===== src/common/edcr_defines.svh =====
// Purpose : Offsets, reset values, masks and field positions of the
//           extended display control bank
// Assumes : Indexed byte-wide register port
// Notes   : Definitions only
`ifndef EDCR_DEFINES_SVH
`define EDCR_DEFINES_SVH

// ----------------------------------------------------------------
// Register indices
// ----------------------------------------------------------------
`define EDCR_IDX_SWAP_HOLD    8'h54
`define EDCR_IDX_CURSOR       8'h55
`define EDCR_IDX_SYNC_DRIVE   8'h56
`define EDCR_IDX_WIN_CTRL     8'h58
`define EDCR_IDX_WIN_BASE_HI  8'h59
`define EDCR_IDX_WIN_BASE_LO  8'h5A
`define EDCR_IDX_GEN_OUT      8'h5C
`define EDCR_IDX_HORIZ_OVF    8'h5D
`define EDCR_IDX_VERT_OVF     8'h5E
`define EDCR_IDX_REFRESH_BUD  8'h60
`define EDCR_IDX_IMAGE_SWAP   8'h61
`define EDCR_IDX_FETCH_START  8'h63
`define EDCR_IDX_MISC_CTRL    8'h65

// ----------------------------------------------------------------
// Reset values
// ----------------------------------------------------------------
`define EDCR_RST_BYTE         8'h00
`define EDCR_RST_WIN_CTRL     8'h10
`define EDCR_RST_WIN_BASE     16'h0000

// ----------------------------------------------------------------
// Writable bit masks (reserved bits read zero)
// ----------------------------------------------------------------
`define EDCR_MSK_FULL         8'hFF
`define EDCR_MSK_CURSOR       8'h10
`define EDCR_MSK_SYNC_DRIVE   8'h06
`define EDCR_MSK_WIN_CTRL     8'h93
`define EDCR_MSK_HORIZ_OVF    8'h7F
`define EDCR_MSK_VERT_OVF     8'h57
`define EDCR_MSK_IMAGE_SWAP   8'h60
`define EDCR_MSK_FETCH_START  8'h18

// ----------------------------------------------------------------
// Field positions and codes
// ----------------------------------------------------------------
`define EDCR_BIT_CURSOR_STYLE 4
`define EDCR_BIT_HSYNC_DRIVE  1
`define EDCR_BIT_VSYNC_DRIVE  2
`define EDCR_BIT_LINEAR_EN    4
`define EDCR_BIT_PRECHARGE    7
`define EDCR_BIT_HOLD_MSB     2
`define EDCR_SIZE_64K         2'b00
`define EDCR_SIZE_1M          2'b01
`define EDCR_SIZE_2M          2'b10
`define EDCR_LEGACY_BASE      16'hA000
`define EDCR_BE_ALL           4'b0000
`define EDCR_BE_LOW_WORD      4'b0011
`define EDCR_BE_HIGH_WORD     4'b1100
`define EDCR_FETCH_DLY_SHORT  3'h4
`define EDCR_FETCH_DLY_LONG   3'h6

`endif


===== src/common/edcr_pkg.sv =====
// Purpose : Types of the extended display control bank
// Assumes : edcr_defines.svh for all figures
// Notes   : State of the bank is one packed struct
package edcr_pkg;

  // Byte lane arrangement applied to a host doubleword
  typedef enum logic [1:0] {
    EDCR_SWAP_NONE,
    EDCR_SWAP_WORD,
    EDCR_SWAP_DWORD
  } edcr_swap_e;

  // Horizontal and vertical timing overflow bits
  typedef struct packed {
    logic [6:0] horiz;
    logic [4:0] vert;
  } edcr_ovf_s;

  // Whole register and decode state
  typedef struct packed {
    logic [7:0]  index;
    logic [7:0]  swap_hold;
    logic [7:0]  cursor;
    logic [7:0]  sync_drive;
    logic [7:0]  win_ctrl;
    logic [15:0] win_base;
    logic [7:0]  gen_out;
    logic [7:0]  horiz_ovf;
    logic [7:0]  vert_ovf;
    logic [7:0]  refresh_bud;
    logic [7:0]  image_swap;
    logic [7:0]  fetch_start;
    logic [7:0]  misc_ctrl;
    logic [7:0]  rdata;
    edcr_swap_e  swap_sel;
    logic        hsync_o;
    logic        hsync_oe;
    logic        vsync_o;
    logic        vsync_oe;
    logic        win_hit;
    logic [21:0] mem_addr;
    logic        legacy_en;
    logic        hsync_prev;
    logic [2:0]  fetch_cnt;
    logic        fetch_busy;
    logic        fetch_go;
  } edcr_state_s;

endpackage


===== src/hw/edcr_regs.sv =====
// Purpose : Extended display control register bank with host swap,
//           linear window decode, sync drive and fetch start logic
// Assumes : Single clock; inputs synchronous to clk
// Notes   : Registers reached through an index/data byte port
`timescale 1ns/1ps
`default_nettype none
`include "edcr_defines.svh"

// Overview of operation
// - General swap: 00 none, 01 word, 10 dword reverse, 11 byte enables.
// - In mode 11: 0000 reverse, 0011/1100 word swap, else no swap.
// - Six-bit memory hold limit; bit 2 is MSB, bits 7-3 the rest.
// - Cursor decode style bit selects first or alternate decoding.
// - Horizontal sync pin driven only when its drive bit is 1.
// - Vertical sync pin driven only when its drive bit is 1.
// - Window size 00 64K, 01 1M, 10 2M, 11 reserved.
// - 64K window unavailable while relocatable memory-mapped mode is on.
// - Linear enable blocks legacy A000 decode unless banked 64K at A000.
// - Precharge trim bit shortens precharge, lengthens low by half clock.
// - Base gives address 31-16; low bits ignored for 1M and 2M.
// - Base bits 31-23 shared with PCI base address register.
// - Banked 64K window: page field picks displayed 64K page.
// - Relocatable mode uses base 31-26 plus host offset.
// - Horizontal overflow supplies bit 8 and bit 6 extensions.
// - Vertical overflow supplies bit 10 extensions; 3,5,7 reserved.
// - Refresh fill budget in memory clocks, low priority only.
// - Image write swap: 00 none, 01 word, 10 dword, 11 reserved.
// - Fetch start: sync fall, total or value, sync rise plus 4 or 6.
// - Swap and hold register is read/write and resets to zero.
module edcr_regs
  import edcr_pkg::*;
(
  // Clock and reset
  input  wire logic        clk,
  input  wire logic        sys_rst,
  // Indexed register port
  input  wire logic        io_index_wr,
  input  wire logic        io_data_wr,
  input  wire logic        io_data_rd,
  input  wire logic [7:0]  io_wdata,
  output var  logic [7:0]  io_rdata,
  output var  logic [7:0]  io_index,
  // PCI base address shared bits 31-23
  input  wire logic        pci_base_wr,
  input  wire logic [8:0]  pci_base_wdata,
  output var  logic [8:0]  pci_base_bits,
  // Host access to swap and decode
  input  wire logic        host_req,
  input  wire logic [31:0] host_addr,
  input  wire logic [3:0]  host_be,
  input  wire logic        host_linear,
  input  wire logic        host_image,
  input  wire logic [1:0]  linear_swap_mode,
  output var  edcr_swap_e  host_swap_sel,
  output var  logic        win_hit,
  output var  logic [21:0] win_mem_addr,
  output var  logic        legacy_a000_enable,
  // Companion controls from other registers
  input  wire logic        banking_enable,
  input  wire logic        mmio_reloc_enable,
  input  wire logic [5:0]  page_select,
  input  wire logic        fetch_value_enable,
  // Memory arbiter and DRAM controls
  output var  logic [5:0]  hold_limit,
  output var  logic [7:0]  refresh_fill_budget,
  output var  logic        precharge_trim,
  // Display controls
  output var  logic        cursor_decode_style,
  output var  edcr_ovf_s   timing_ovf,
  output var  logic [7:0]  general_out,
  output var  logic [7:0]  misc_ctrl,
  // Sync pins
  input  wire logic        hsync_int,
  input  wire logic        vsync_int,
  output var  logic        hsync_o,
  output var  logic        hsync_oe,
  output var  logic        vsync_o,
  output var  logic        vsync_oe,
  // Display FIFO fetch start
  input  wire logic        char_tick,
  input  wire logic        at_htotal,
  input  wire logic        at_fetch_value,
  output var  logic        fetch_start
);

  // --------------------------------------------------------------
  // State
  // --------------------------------------------------------------
  edcr_state_s s_q;
  edcr_state_s s_d;
  logic [7:0]  wmask;
  logic [7:0]  rd_val;
  logic [1:0]  win_size;
  logic        hs_rise;

  // --------------------------------------------------------------
  // Register read mux and write masks
  // --------------------------------------------------------------
  always_comb begin
    wmask  = `EDCR_MSK_FULL;
    rd_val = 8'h00;
    case (s_q.index)
      `EDCR_IDX_SWAP_HOLD:   rd_val = s_q.swap_hold;
      `EDCR_IDX_CURSOR: begin
        wmask  = `EDCR_MSK_CURSOR;
        rd_val = s_q.cursor;
      end
      `EDCR_IDX_SYNC_DRIVE: begin
        wmask  = `EDCR_MSK_SYNC_DRIVE;
        rd_val = s_q.sync_drive;
      end
      `EDCR_IDX_WIN_CTRL: begin
        wmask  = `EDCR_MSK_WIN_CTRL;
        rd_val = s_q.win_ctrl;
      end
      `EDCR_IDX_WIN_BASE_HI: rd_val = s_q.win_base[15:8];
      `EDCR_IDX_WIN_BASE_LO: rd_val = s_q.win_base[7:0];
      `EDCR_IDX_GEN_OUT:     rd_val = s_q.gen_out;
      `EDCR_IDX_HORIZ_OVF: begin
        wmask  = `EDCR_MSK_HORIZ_OVF;
        rd_val = s_q.horiz_ovf;
      end
      `EDCR_IDX_VERT_OVF: begin
        wmask  = `EDCR_MSK_VERT_OVF;
        rd_val = s_q.vert_ovf;
      end
      `EDCR_IDX_REFRESH_BUD: rd_val = s_q.refresh_bud;
      `EDCR_IDX_IMAGE_SWAP: begin
        wmask  = `EDCR_MSK_IMAGE_SWAP;
        rd_val = s_q.image_swap;
      end
      `EDCR_IDX_FETCH_START: begin
        wmask  = `EDCR_MSK_FETCH_START;
        rd_val = s_q.fetch_start;
      end
      `EDCR_IDX_MISC_CTRL:   rd_val = s_q.misc_ctrl;
      default: begin
        wmask  = 8'h00;
        rd_val = 8'h00;
      end
    endcase
  end

  // --------------------------------------------------------------
  // Next state
  // --------------------------------------------------------------
  always_comb begin
    s_d      = s_q;
    win_size = s_q.win_ctrl[1:0];
    hs_rise  = hsync_int && !s_q.hsync_prev;

    // Index and data writes
    if (io_index_wr) begin
      s_d.index = io_wdata;
    end
    if (io_data_wr) begin
      case (s_q.index)
        `EDCR_IDX_SWAP_HOLD:   s_d.swap_hold = io_wdata;
        `EDCR_IDX_CURSOR:      s_d.cursor = io_wdata & wmask;
        `EDCR_IDX_SYNC_DRIVE:  s_d.sync_drive = io_wdata & wmask;
        `EDCR_IDX_WIN_CTRL:    s_d.win_ctrl = io_wdata & wmask;
        `EDCR_IDX_WIN_BASE_HI: s_d.win_base[15:8] = io_wdata;
        `EDCR_IDX_WIN_BASE_LO: s_d.win_base[7:0] = io_wdata;
        `EDCR_IDX_GEN_OUT:     s_d.gen_out = io_wdata;
        `EDCR_IDX_HORIZ_OVF:   s_d.horiz_ovf = io_wdata & wmask;
        `EDCR_IDX_VERT_OVF:    s_d.vert_ovf = io_wdata & wmask;
        `EDCR_IDX_REFRESH_BUD: s_d.refresh_bud = io_wdata;
        `EDCR_IDX_IMAGE_SWAP:  s_d.image_swap = io_wdata & wmask;
        `EDCR_IDX_FETCH_START: s_d.fetch_start = io_wdata & wmask;
        `EDCR_IDX_MISC_CTRL:   s_d.misc_ctrl = io_wdata;
        default: ;
      endcase
    end
    // Shared upper base bits, PCI path wins a same-cycle clash
    if (pci_base_wr) begin
      s_d.win_base[15:7] = pci_base_wdata;
    end
    if (io_data_rd) begin
      s_d.rdata = rd_val;
    end

    // Host byte swap selection
    if (host_req) begin
      if (host_image) begin
        case (s_q.image_swap[6:5])
          2'b01:   s_d.swap_sel = EDCR_SWAP_WORD;
          2'b10:   s_d.swap_sel = EDCR_SWAP_DWORD;
          default: s_d.swap_sel = EDCR_SWAP_NONE;
        endcase
      end else if (host_linear) begin
        case (linear_swap_mode)
          2'b01:   s_d.swap_sel = EDCR_SWAP_WORD;
          2'b10:   s_d.swap_sel = EDCR_SWAP_DWORD;
          default: s_d.swap_sel = EDCR_SWAP_NONE;
        endcase
      end else begin
        case (s_q.swap_hold[1:0])
          2'b00:   s_d.swap_sel = EDCR_SWAP_NONE;
          2'b01:   s_d.swap_sel = EDCR_SWAP_WORD;
          2'b10:   s_d.swap_sel = EDCR_SWAP_DWORD;
          default: begin
            case (host_be)
              `EDCR_BE_ALL:       s_d.swap_sel = EDCR_SWAP_DWORD;
              `EDCR_BE_LOW_WORD:  s_d.swap_sel = EDCR_SWAP_WORD;
              `EDCR_BE_HIGH_WORD: s_d.swap_sel = EDCR_SWAP_WORD;
              default:            s_d.swap_sel = EDCR_SWAP_NONE;
            endcase
          end
        endcase
      end
    end

    // Linear window decode
    s_d.win_hit  = 1'b0;
    s_d.mem_addr = 22'h000000;
    if (s_q.win_ctrl[`EDCR_BIT_LINEAR_EN]) begin
      if (mmio_reloc_enable) begin
        // Only base 31-26 compared; offset taken from host address
        s_d.win_hit  = host_addr[31:26] == s_q.win_base[15:10];
        s_d.mem_addr = host_addr[21:0];
      end else begin
        case (win_size)
          `EDCR_SIZE_64K: begin
            s_d.win_hit = host_addr[31:16] == s_q.win_base;
            if (banking_enable) begin
              s_d.mem_addr = {page_select, host_addr[15:0]};
            end else begin
              s_d.mem_addr = {6'h00, host_addr[15:0]};
            end
          end
          `EDCR_SIZE_1M: begin
            s_d.win_hit  = host_addr[31:20] == s_q.win_base[15:4];
            s_d.mem_addr = {2'b00, host_addr[19:0]};
          end
          `EDCR_SIZE_2M: begin
            s_d.win_hit  = host_addr[31:21] == s_q.win_base[15:5];
            s_d.mem_addr = {1'b0, host_addr[20:0]};
          end
          default: ;
        endcase
      end
    end
    s_d.legacy_en = !s_q.win_ctrl[`EDCR_BIT_LINEAR_EN] ||
                    (banking_enable && !mmio_reloc_enable &&
                     win_size == `EDCR_SIZE_64K &&
                     s_q.win_base == `EDCR_LEGACY_BASE);

    // Sync pin drive
    s_d.hsync_o  = hsync_int;
    s_d.vsync_o  = vsync_int;
    s_d.hsync_oe = s_q.sync_drive[`EDCR_BIT_HSYNC_DRIVE];
    s_d.vsync_oe = s_q.sync_drive[`EDCR_BIT_VSYNC_DRIVE];

    // Display FIFO fetch start
    s_d.hsync_prev = hsync_int;
    s_d.fetch_go   = 1'b0;
    case (s_q.fetch_start[4:3])
      2'b00: begin
        s_d.fetch_busy = 1'b0;
        s_d.fetch_go   = !hsync_int && s_q.hsync_prev;
      end
      2'b01: begin
        s_d.fetch_busy = 1'b0;
        s_d.fetch_go   = fetch_value_enable ? at_fetch_value : at_htotal;
      end
      default: begin
        if (hs_rise) begin
          s_d.fetch_busy = 1'b1;
          s_d.fetch_cnt  = s_q.fetch_start[3] ? `EDCR_FETCH_DLY_LONG
                                              : `EDCR_FETCH_DLY_SHORT;
        end else if (s_q.fetch_busy && char_tick) begin
          s_d.fetch_cnt = s_q.fetch_cnt - 3'h1;
          if (s_q.fetch_cnt == 3'h1) begin
            s_d.fetch_busy = 1'b0;
            s_d.fetch_go   = 1'b1;
          end
        end
      end
    endcase
  end

  // --------------------------------------------------------------
  // State register
  // --------------------------------------------------------------
  always_ff @(posedge clk or posedge sys_rst) begin
    if (sys_rst) begin
      s_q          <= '0;
      s_q.win_ctrl <= `EDCR_RST_WIN_CTRL;
      s_q.win_base <= `EDCR_RST_WIN_BASE;
      s_q.swap_hold <= `EDCR_RST_BYTE;
    end else begin
      s_q <= s_d;
    end
  end

  // --------------------------------------------------------------
  // Outputs straight from state flops
  // --------------------------------------------------------------
  assign io_rdata            = s_q.rdata;
  assign io_index            = s_q.index;
  assign pci_base_bits       = s_q.win_base[15:7];
  assign host_swap_sel       = s_q.swap_sel;
  assign win_hit             = s_q.win_hit;
  assign win_mem_addr        = s_q.mem_addr;
  assign legacy_a000_enable  = s_q.legacy_en;
  assign hold_limit          = {s_q.swap_hold[`EDCR_BIT_HOLD_MSB],
                                s_q.swap_hold[7:3]};
  assign refresh_fill_budget = s_q.refresh_bud;
  assign precharge_trim      = s_q.win_ctrl[`EDCR_BIT_PRECHARGE];
  assign cursor_decode_style = s_q.cursor[`EDCR_BIT_CURSOR_STYLE];
  assign timing_ovf.horiz    = s_q.horiz_ovf[6:0];
  assign timing_ovf.vert     = {s_q.vert_ovf[6], s_q.vert_ovf[4],
                                s_q.vert_ovf[2:0]};
  assign general_out         = s_q.gen_out;
  assign misc_ctrl           = s_q.misc_ctrl;
  assign hsync_o             = s_q.hsync_o;
  assign hsync_oe            = s_q.hsync_oe;
  assign vsync_o             = s_q.vsync_o;
  assign vsync_oe            = s_q.vsync_oe;
  assign fetch_start         = s_q.fetch_go;

  // --------------------------------------------------------------
  // Checks
  // --------------------------------------------------------------
  swap_be_dword_a: assert property (@(posedge clk) disable iff (sys_rst)
    host_req && !host_image && !host_linear &&
    s_q.swap_hold[1:0] == 2'b11 && host_be == 4'b0000
    |=> host_swap_sel == EDCR_SWAP_DWORD)
    else $error("byte enable 0000 did not reverse doubleword");

  swap_general_a: assert property (@(posedge clk) disable iff (sys_rst)
    host_req && !host_image && !host_linear &&
    s_q.swap_hold[1:0] == 2'b01
    |=> host_swap_sel == EDCR_SWAP_WORD)
    else $error("general swap 01 did not select word swap");

  image_swap_a: assert property (@(posedge clk) disable iff (sys_rst)
    host_req && host_image && s_q.image_swap[6:5] == 2'b11
    |=> host_swap_sel == EDCR_SWAP_NONE)
    else $error("reserved image swap code did not give no swap");

  hold_write_a: assert property (@(posedge clk) disable iff (sys_rst)
    io_data_wr && s_q.index == 8'h54
    |=> hold_limit == {$past(io_wdata[2]), $past(io_wdata[7:3])}
    ##1 ($past(io_data_wr) || hold_limit == $past(hold_limit)))
    else $error("hold limit not built from written byte");

  hsync_drive_a: assert property (@(posedge clk) disable iff (sys_rst)
    io_data_wr && s_q.index == 8'h56 && !io_wdata[1] && !pci_base_wr
    |=> ##1 !hsync_oe)
    else $error("horizontal sync driven with drive bit clear");

  vsync_drive_a: assert property (@(posedge clk) disable iff (sys_rst)
    io_data_wr && s_q.index == 8'h56 && io_wdata[2]
    |=> ##1 vsync_oe)
    else $error("vertical sync not driven with drive bit set");

  legacy_block_a: assert property (@(posedge clk) disable iff (sys_rst)
    s_q.win_ctrl[4] && !banking_enable |=> !legacy_a000_enable)
    else $error("legacy region open while linear window enabled");

  reserved_zero_a: assert property (@(posedge clk) disable iff (sys_rst)
    io_data_rd && s_q.index == 8'h5E |=> io_rdata[7] == 1'b0 &&
    io_rdata[5] == 1'b0 && io_rdata[3] == 1'b0)
    else $error("reserved vertical overflow bit read nonzero");

  pci_share_a: assert property (@(posedge clk) disable iff (sys_rst)
    pci_base_wr |=> pci_base_bits == $past(pci_base_wdata))
    else $error("shared base bits not updated from PCI path");

  fetch_delay_a: assert property (@(posedge clk) disable iff (sys_rst)
    s_q.fetch_start[4:3] == 2'b10 && hsync_int && !s_q.hsync_prev
    |=> s_q.fetch_cnt == 3'h4)
    else $error("fetch delay not loaded with four character clocks");

endmodule
`default_nettype wire


===== config.mk =====
export PLATFORM = sky130hd
export DESIGN_NAME = edcr_regs
export DESIGN_NICKNAME = d
export VERILOG_FILES = /design/src/common/edcr_pkg.sv /design/src/hw/edcr_regs.sv
export VERILOG_INCLUDE_DIRS = /design/src /design/src/common
export SDC_FILE = /design/constraint.sdc
export NUM_CORES = 1
export LEC_CHECK = 0
export BUFFER_PORTS_ARGS = -buffer_cell sky130_fd_sc_hd__buf_2
export CAP_MARGIN = 40
export CORE_UTILIZATION = 50
export CTS_CLUSTER_SIZE = 20
export DETAILED_ROUTE_END_ITERATION = 8
export PLACE_DENSITY = 0.83
export SYNTH_ARGS = -nofsm -noshare
export SYNTH_HDL_FRONTEND = slang
export SYNTH_SLANG_ARGS = --single-unit

===== constraint.sdc =====
create_clock -name clk -period 6.3 [get_ports clk]
set_clock_uncertainty 0.15 [all_clocks]
set_input_delay 0.315 -clock clk [delete_from_list [all_inputs] [get_ports clk]]
set_output_delay 0.315 -clock clk [all_outputs]
set_load 0.02 [all_outputs]

* Word-level counts from Yosys, hierarchy flattened
Index checks and enable logic that the tools add are counted.
Widths: inputs -> output; s select.
** Operators by class
- Shift operators :: 0
- Bitwise gates (word level) :: 2
- $lt $le $gt $ge :: 0
- Reduce and logical (&&, ||, !) cells :: 40
- Mux-type cells :: 30
- Add/sub/neg operators :: 1
- Div/mod/pow operators :: 0
- Eq/ne operators :: 30
- Multiply operators :: 0
** Operator list (count)
- $eq 8x7->1 const B :: 13
- $pmux 8 s13 :: 1
- $mux 72 :: 1
- $mux 8 :: 9
- $pmux 23 s3 :: 1
- $pmux 8 s8 :: 1
- $mux 23 :: 2
- $reduce_and 2->1 :: 16
- $mux 22 :: 1
- $eq 16x16->1 :: 1
- $eq 16x16->1 const B :: 1
- $pmux 2 s2 :: 4
- $eq 12x12->1 :: 1
- $eq 11x11->1 :: 1
- $eq 2x1->1 const B :: 5
- $mux 9 :: 1
- $and 8x8->8 :: 1
- $eq 2x2->1 const B :: 4
- $mux 2 :: 4
- $reduce_bool 2->1 :: 4
- $reduce_bool 4->1 :: 2
- $eq 6x6->1 :: 1
- $logic_and 1x1->1 :: 6
- $logic_not 2->1 :: 3
- other kinds (14) :: 19
** Word-level totals
- Memories kept :: 0
- Memory bits (read-only) :: 0
- Register bits :: 155
- Bits in latches :: 0
- Memory bits (writable) :: 0
- Word-level logic and storage cells :: 130

* Depth between registers and ports, before layout
- Depth in word-level cells :: 7
- Mapped depth :: 8
- Gate-level depth less buffers :: 6

* Least setup slack after synthesis
OpenSTA, ideal clock, no wires.
- Kind :: reg-to-reg
- Start :: register s_q (netlist bit io_index[7])
- End :: register s_q (netlist bit timing_ovf[0])
- Clock period less this slack :: 1.947 ns
- Slack :: 4.353 ns
- Required time :: 6.025 ns
- Arrival :: 1.672 ns
- Library setup time :: 0.125 ns
- Stages on the path, launching flop included :: 8
- Cells stage by stage :: dfrtp_1 buf_4 nand2b_1 nor2_1 buf_4 and3_1 buf_2 mux2_2
** On the way
- Cells in the longest elaborated chain, start to end :: 4
- Elaborated cells between the ends (all ways) :: 17
- Those cells by class :: eq/ne (13); mux (1); bitwise (1); reduce/logical (2)
** Ends and longest elaborated chain
- start, declared :: RTL line edcr_regs.sv:89 : edcr_state_s s_q;
- $eq 8x7->1 :: RTL line edcr_regs.sv:102 : case (s_q.index)
- $reduce_or 6->1 (no line)
- $pmux 8 s8 :: RTL line edcr_regs.sv:102
- $and 8x8->8 :: RTL line edcr_regs.sv:166 : `EDCR_IDX_VERT_OVF: s_d.vert_ovf = io_wdata & wmask;
Several ways; a longest one is shown, not always the timed one.
A chain may end at the register's enable or synchronous reset.

* Worst setup path in the final report
- Start :: register s_q (netlist bit io_index[2])
- End :: register s_q (netlist bit timing_ovf[6])
** On the way
- Cells in the longest elaborated chain, start to end :: 4
- Elaborated cells between the ends (all ways) :: 17
- Those cells by class :: eq/ne (13); mux (1); bitwise (1); reduce/logical (2)
** Ends and longest elaborated chain
- $eq 8x7->1 :: RTL line edcr_regs.sv:102
- $reduce_or 6->1 (no line)
- $pmux 8 s8 :: RTL line edcr_regs.sv:102
- $and 8x8->8 :: RTL line edcr_regs.sv:165 : `EDCR_IDX_HORIZ_OVF: s_d.horiz_ovf = io_wdata & wmask;
Several ways; a longest one is shown, not always the timed one.

==> impl_metrics.csv <==
group,metric,value,unit
status,status,"complete, no violations",
timing,max_freq,361.9,MHz
global_route,antenna_found_initial,0,
timing,drv_slew,0,
placed_design,place_ws,3.598,ns
timing,fin_tns_setup,0,ns
drt,via_per_inst,5.611,
placed_design,place.gp.congestion,0.8945,
critical_path,worstPathArrival,2.93,ns
floorplan,coreArea,15310,um2
clocking,htreeDepth,4,
critical_path,cp_data_required_time,6.46,ns
global_route,grt_max_degree,87,
power_and_ir_drop,power,0.002535,W
worst_hold_path,hold_path.class,"in2reg",
clocking,hold_buffers,29,
logic_synthesis,synthesis.area,7889,um2
timing,slew_headroom,39.16,%
critical_path,critical_path.top_delay_family,"simple AND/OR/NAND/NOR gates",
final_layout,layout-drive-gt1-share,37.36,%
critical_path,start_kind,"flop",
drt,drc,0,
drt,dr.pass1.iters,5,
logic_synthesis,yosysUniqueCellTypes,66,
clocking,post_cts_buffers,0,
floorplan,die-area,16280,um2
power_and_ir_drop,leakage,4.563,nW
logic_synthesis,synth_ff_type,"dfrtp_1",
timing,rsz0062_at_grt,"no",
logic_synthesis,postSynthAreaPerCell,11.27,um2
placed_design,hpwlAfterDp,14.37,mm
power_and_ir_drop,ir_drop,0.2035,mV
logic_synthesis,synth_nets,780,
logic_synthesis,yosys.area.top_type,"dfrtp_1",
critical_path,cp_max_fo,11,
logic_synthesis,yosys_warnings,0,
global_route,grt_pass1_wl,31.50,mm
final_layout,antenna_cells,0,
timing,fin_ws,3.537,ns
logic_synthesis,yosysSeqAreaShare,49.18,%
run,drv_cap,0,
clocking,root_buffer,"clkbuf_16",
final_layout,layout_common_cells,"177 x buf_2, 154 x dfrtp_1, 74 x mux2_2, 50 x and2_1, 33 x nand2_1",
power_and_ir_drop,power.density,276.7,nW/um2
placed_design,io_buffers,177,
timing,period_share,43.86,%
clocking,cts_resized,0,
drt,wl_met3,1.831,mm
floorplan,row_count,45,
critical_path,cp_cell_sequence,"nand2b_1 -> nor2_1 -> and3_1 -> mux2_2",
drt,vias,5779,
clocking,cts_buffers,17,
clocking,cts_buffer_depth,2,
final_layout,syn_to_final_growth,16.13,%
critical_path,worstSetupPathType,"reg2reg",
final_layout,layout_commonest_cell,"buf_2",
logic_synthesis,synth_cells,700,
logic_synthesis,synth_seq_cells,155,
drt,drt_iter0_markers,537,
critical_path,path_buf_inv,0,
final_layout,final_nets,886,
drt,ant_nets,0,
critical_path,slowest_stage,"nor2_1",
drt,top_layer_used,"met4",
logic_synthesis,synth.top_cell.area_share,48.85,%
drt,wl_met2,9.850,mm
drt,wl,20.56,mm
clocking,clk_pin_slew,0.06,ns
clocking,cts_tree,"yes",
timing,fin_crit,2.763,ns
floorplan,io_pins,178,
logic_synthesis,synth-edff-count,0,
logic_synthesis,postSynth.asyncResetShare,100.0,%
global_route,gr-total-overflow,0,
clocking,insertion_delay,0.43,ns
timing,setup_viol_count_final,0,
floorplan,die_x,127.6,um
global_route,grt_usage,25.99,%
critical_path,end_kind,"flop",
drt,routedWlPerCell,19.96,um
timing,hold_viol,0,
floorplan,initial_core_util,51.51,%
critical_path,cpPeakStageDelay,0.75,ns
global_route,grt_pass1_vias,5523,
drt,drt-met1-wl,8.460,mm
clocking,cts.sinks,155,
floorplan,die_h,127.6,um
logic_synthesis,synth_area_leaders,"dfrtp_1 49%, mux2_2 11%, buf_4 9.3%",
timing,tightest_slew,0.9092,ns
==> per-layer routing <==
metal	GRT usage [%]	vias to the layer above
met5	0	-
met4	8.858	0
met3	5.988	35
met2	41.72	307
met1	34.83	2835
li1	-	2602
==> registers in the layout (all words and copies together), names as in the netlist <==
| name | flops |
|---|---|
| hold_limit | 6 |
| precharge_trim | 1 |
| general_out | 8 |
| timing_ovf | 12 |
| hsync_oe | 1 |
| io_rdata | 8 |
| win_hit | 1 |
| fetch_start | 1 |
| pci_base_bits | 9 |
| s_q | 54 |
| io_index | 8 |
| cursor_decode_style | 1 |
| win_mem_addr | 22 |
| legacy_a000_enable | 1 |
| vsync_oe | 1 |
| s_d | 2 |
| misc_ctrl | 8 |
| host_swap_sel | 2 |
| vsync_o | 1 |
| refresh_fill_budget | 8 |
==> through the flow <==
| step | util [%] | cells | area, um2 | hold slack (ns) |
|---|---|---|---|---|
| after global routing | 59.82 | 1030 | 9161 | 0.01649 |
| after global placement | 53.62 | 966 | 8212 | 0.2467 |
| final | 59.82 | 1030 | 9161 | 0.02395 |
| after CTS | 59.82 | 1030 | 9161 | 0.01276 |
| after floorplan | - | 700 | 7889 | 0.1964 |
| after detailed placement | 53.92 | 969 | 8258 | 0.1212 |
==> report_power, final <==
part           internal (W)  switching (W)  total, W
clock network      0.000655       0.000403   0.00106
registers           0.00105      0.0000767   0.00113
logic              0.000145       0.000202  0.000347
==> area by class of cell <==
class	count	area, um2
Timing Repair Buffer	213	1252
Inverter	5	23.77
Clock inverter	10	138.9
Tap cell	211	264.0
Sequential cell	155	3880
Multi-Input combinational cell	414	3128
Clock buffer	22	474.2
Fill cell	1288	6153
==> cell usage after synthesis (all sizes together), types with 13 or more instances <==
library cell / number
mux2: 74
a22oi: 13
a21oi: 16
nand2: 33
clkbuf: 14
mux2i: 22
nand3: 28
buf: 112
dfrtp: 154
o21ai: 24
nor2: 22
and2: 51
==> worst register-to-register path, stage by stage, from the launching register on <==
cell,delay [ns]
dfrtp_1,0.64
nand2b_1,0.23
nor2_1,0.75
and3_1,0.50
mux2_2,0.38
==> final timing paths <==
check                                        from               end  slack (ns)  cells past startpoint
worst min register to register            s_d[30]          vsync_oe        0.28                      0
min in group asynchronous                 sys_rst  win_mem_addr[15]        0.22                      3
worst max-delay path                  io_index[2]     timing_ovf[6]        3.54                      4
max in group asynchronous                 sys_rst          s_q[134]        4.45                      5
worst max register to register        io_index[2]     timing_ovf[6]        3.54                      4
worst min-delay path            pci_base_wdata[6]  pci_base_bits[6]        0.02                      3
==> kinds of logic (layout without fill, tap and decap cells) <==
family / count (synthesis) / in the layout / share of synthesized area (%)
multiplexers: 96 / 96 / 13.35
AO/OA/AOI/OAI: 101 / 101 / 8.787
XOR/XNOR: 16 / 16 / 1.776
adder cells (fa/ha/maj): 2 / 2 / 0.3172
flip-flops: 155 / 155 / 49.18
buffers and inverters: 131 / 250 / 11.17
AND/OR/NAND/NOR: 199 / 199 / 15.42
Power figures use the tool's default switching activity.
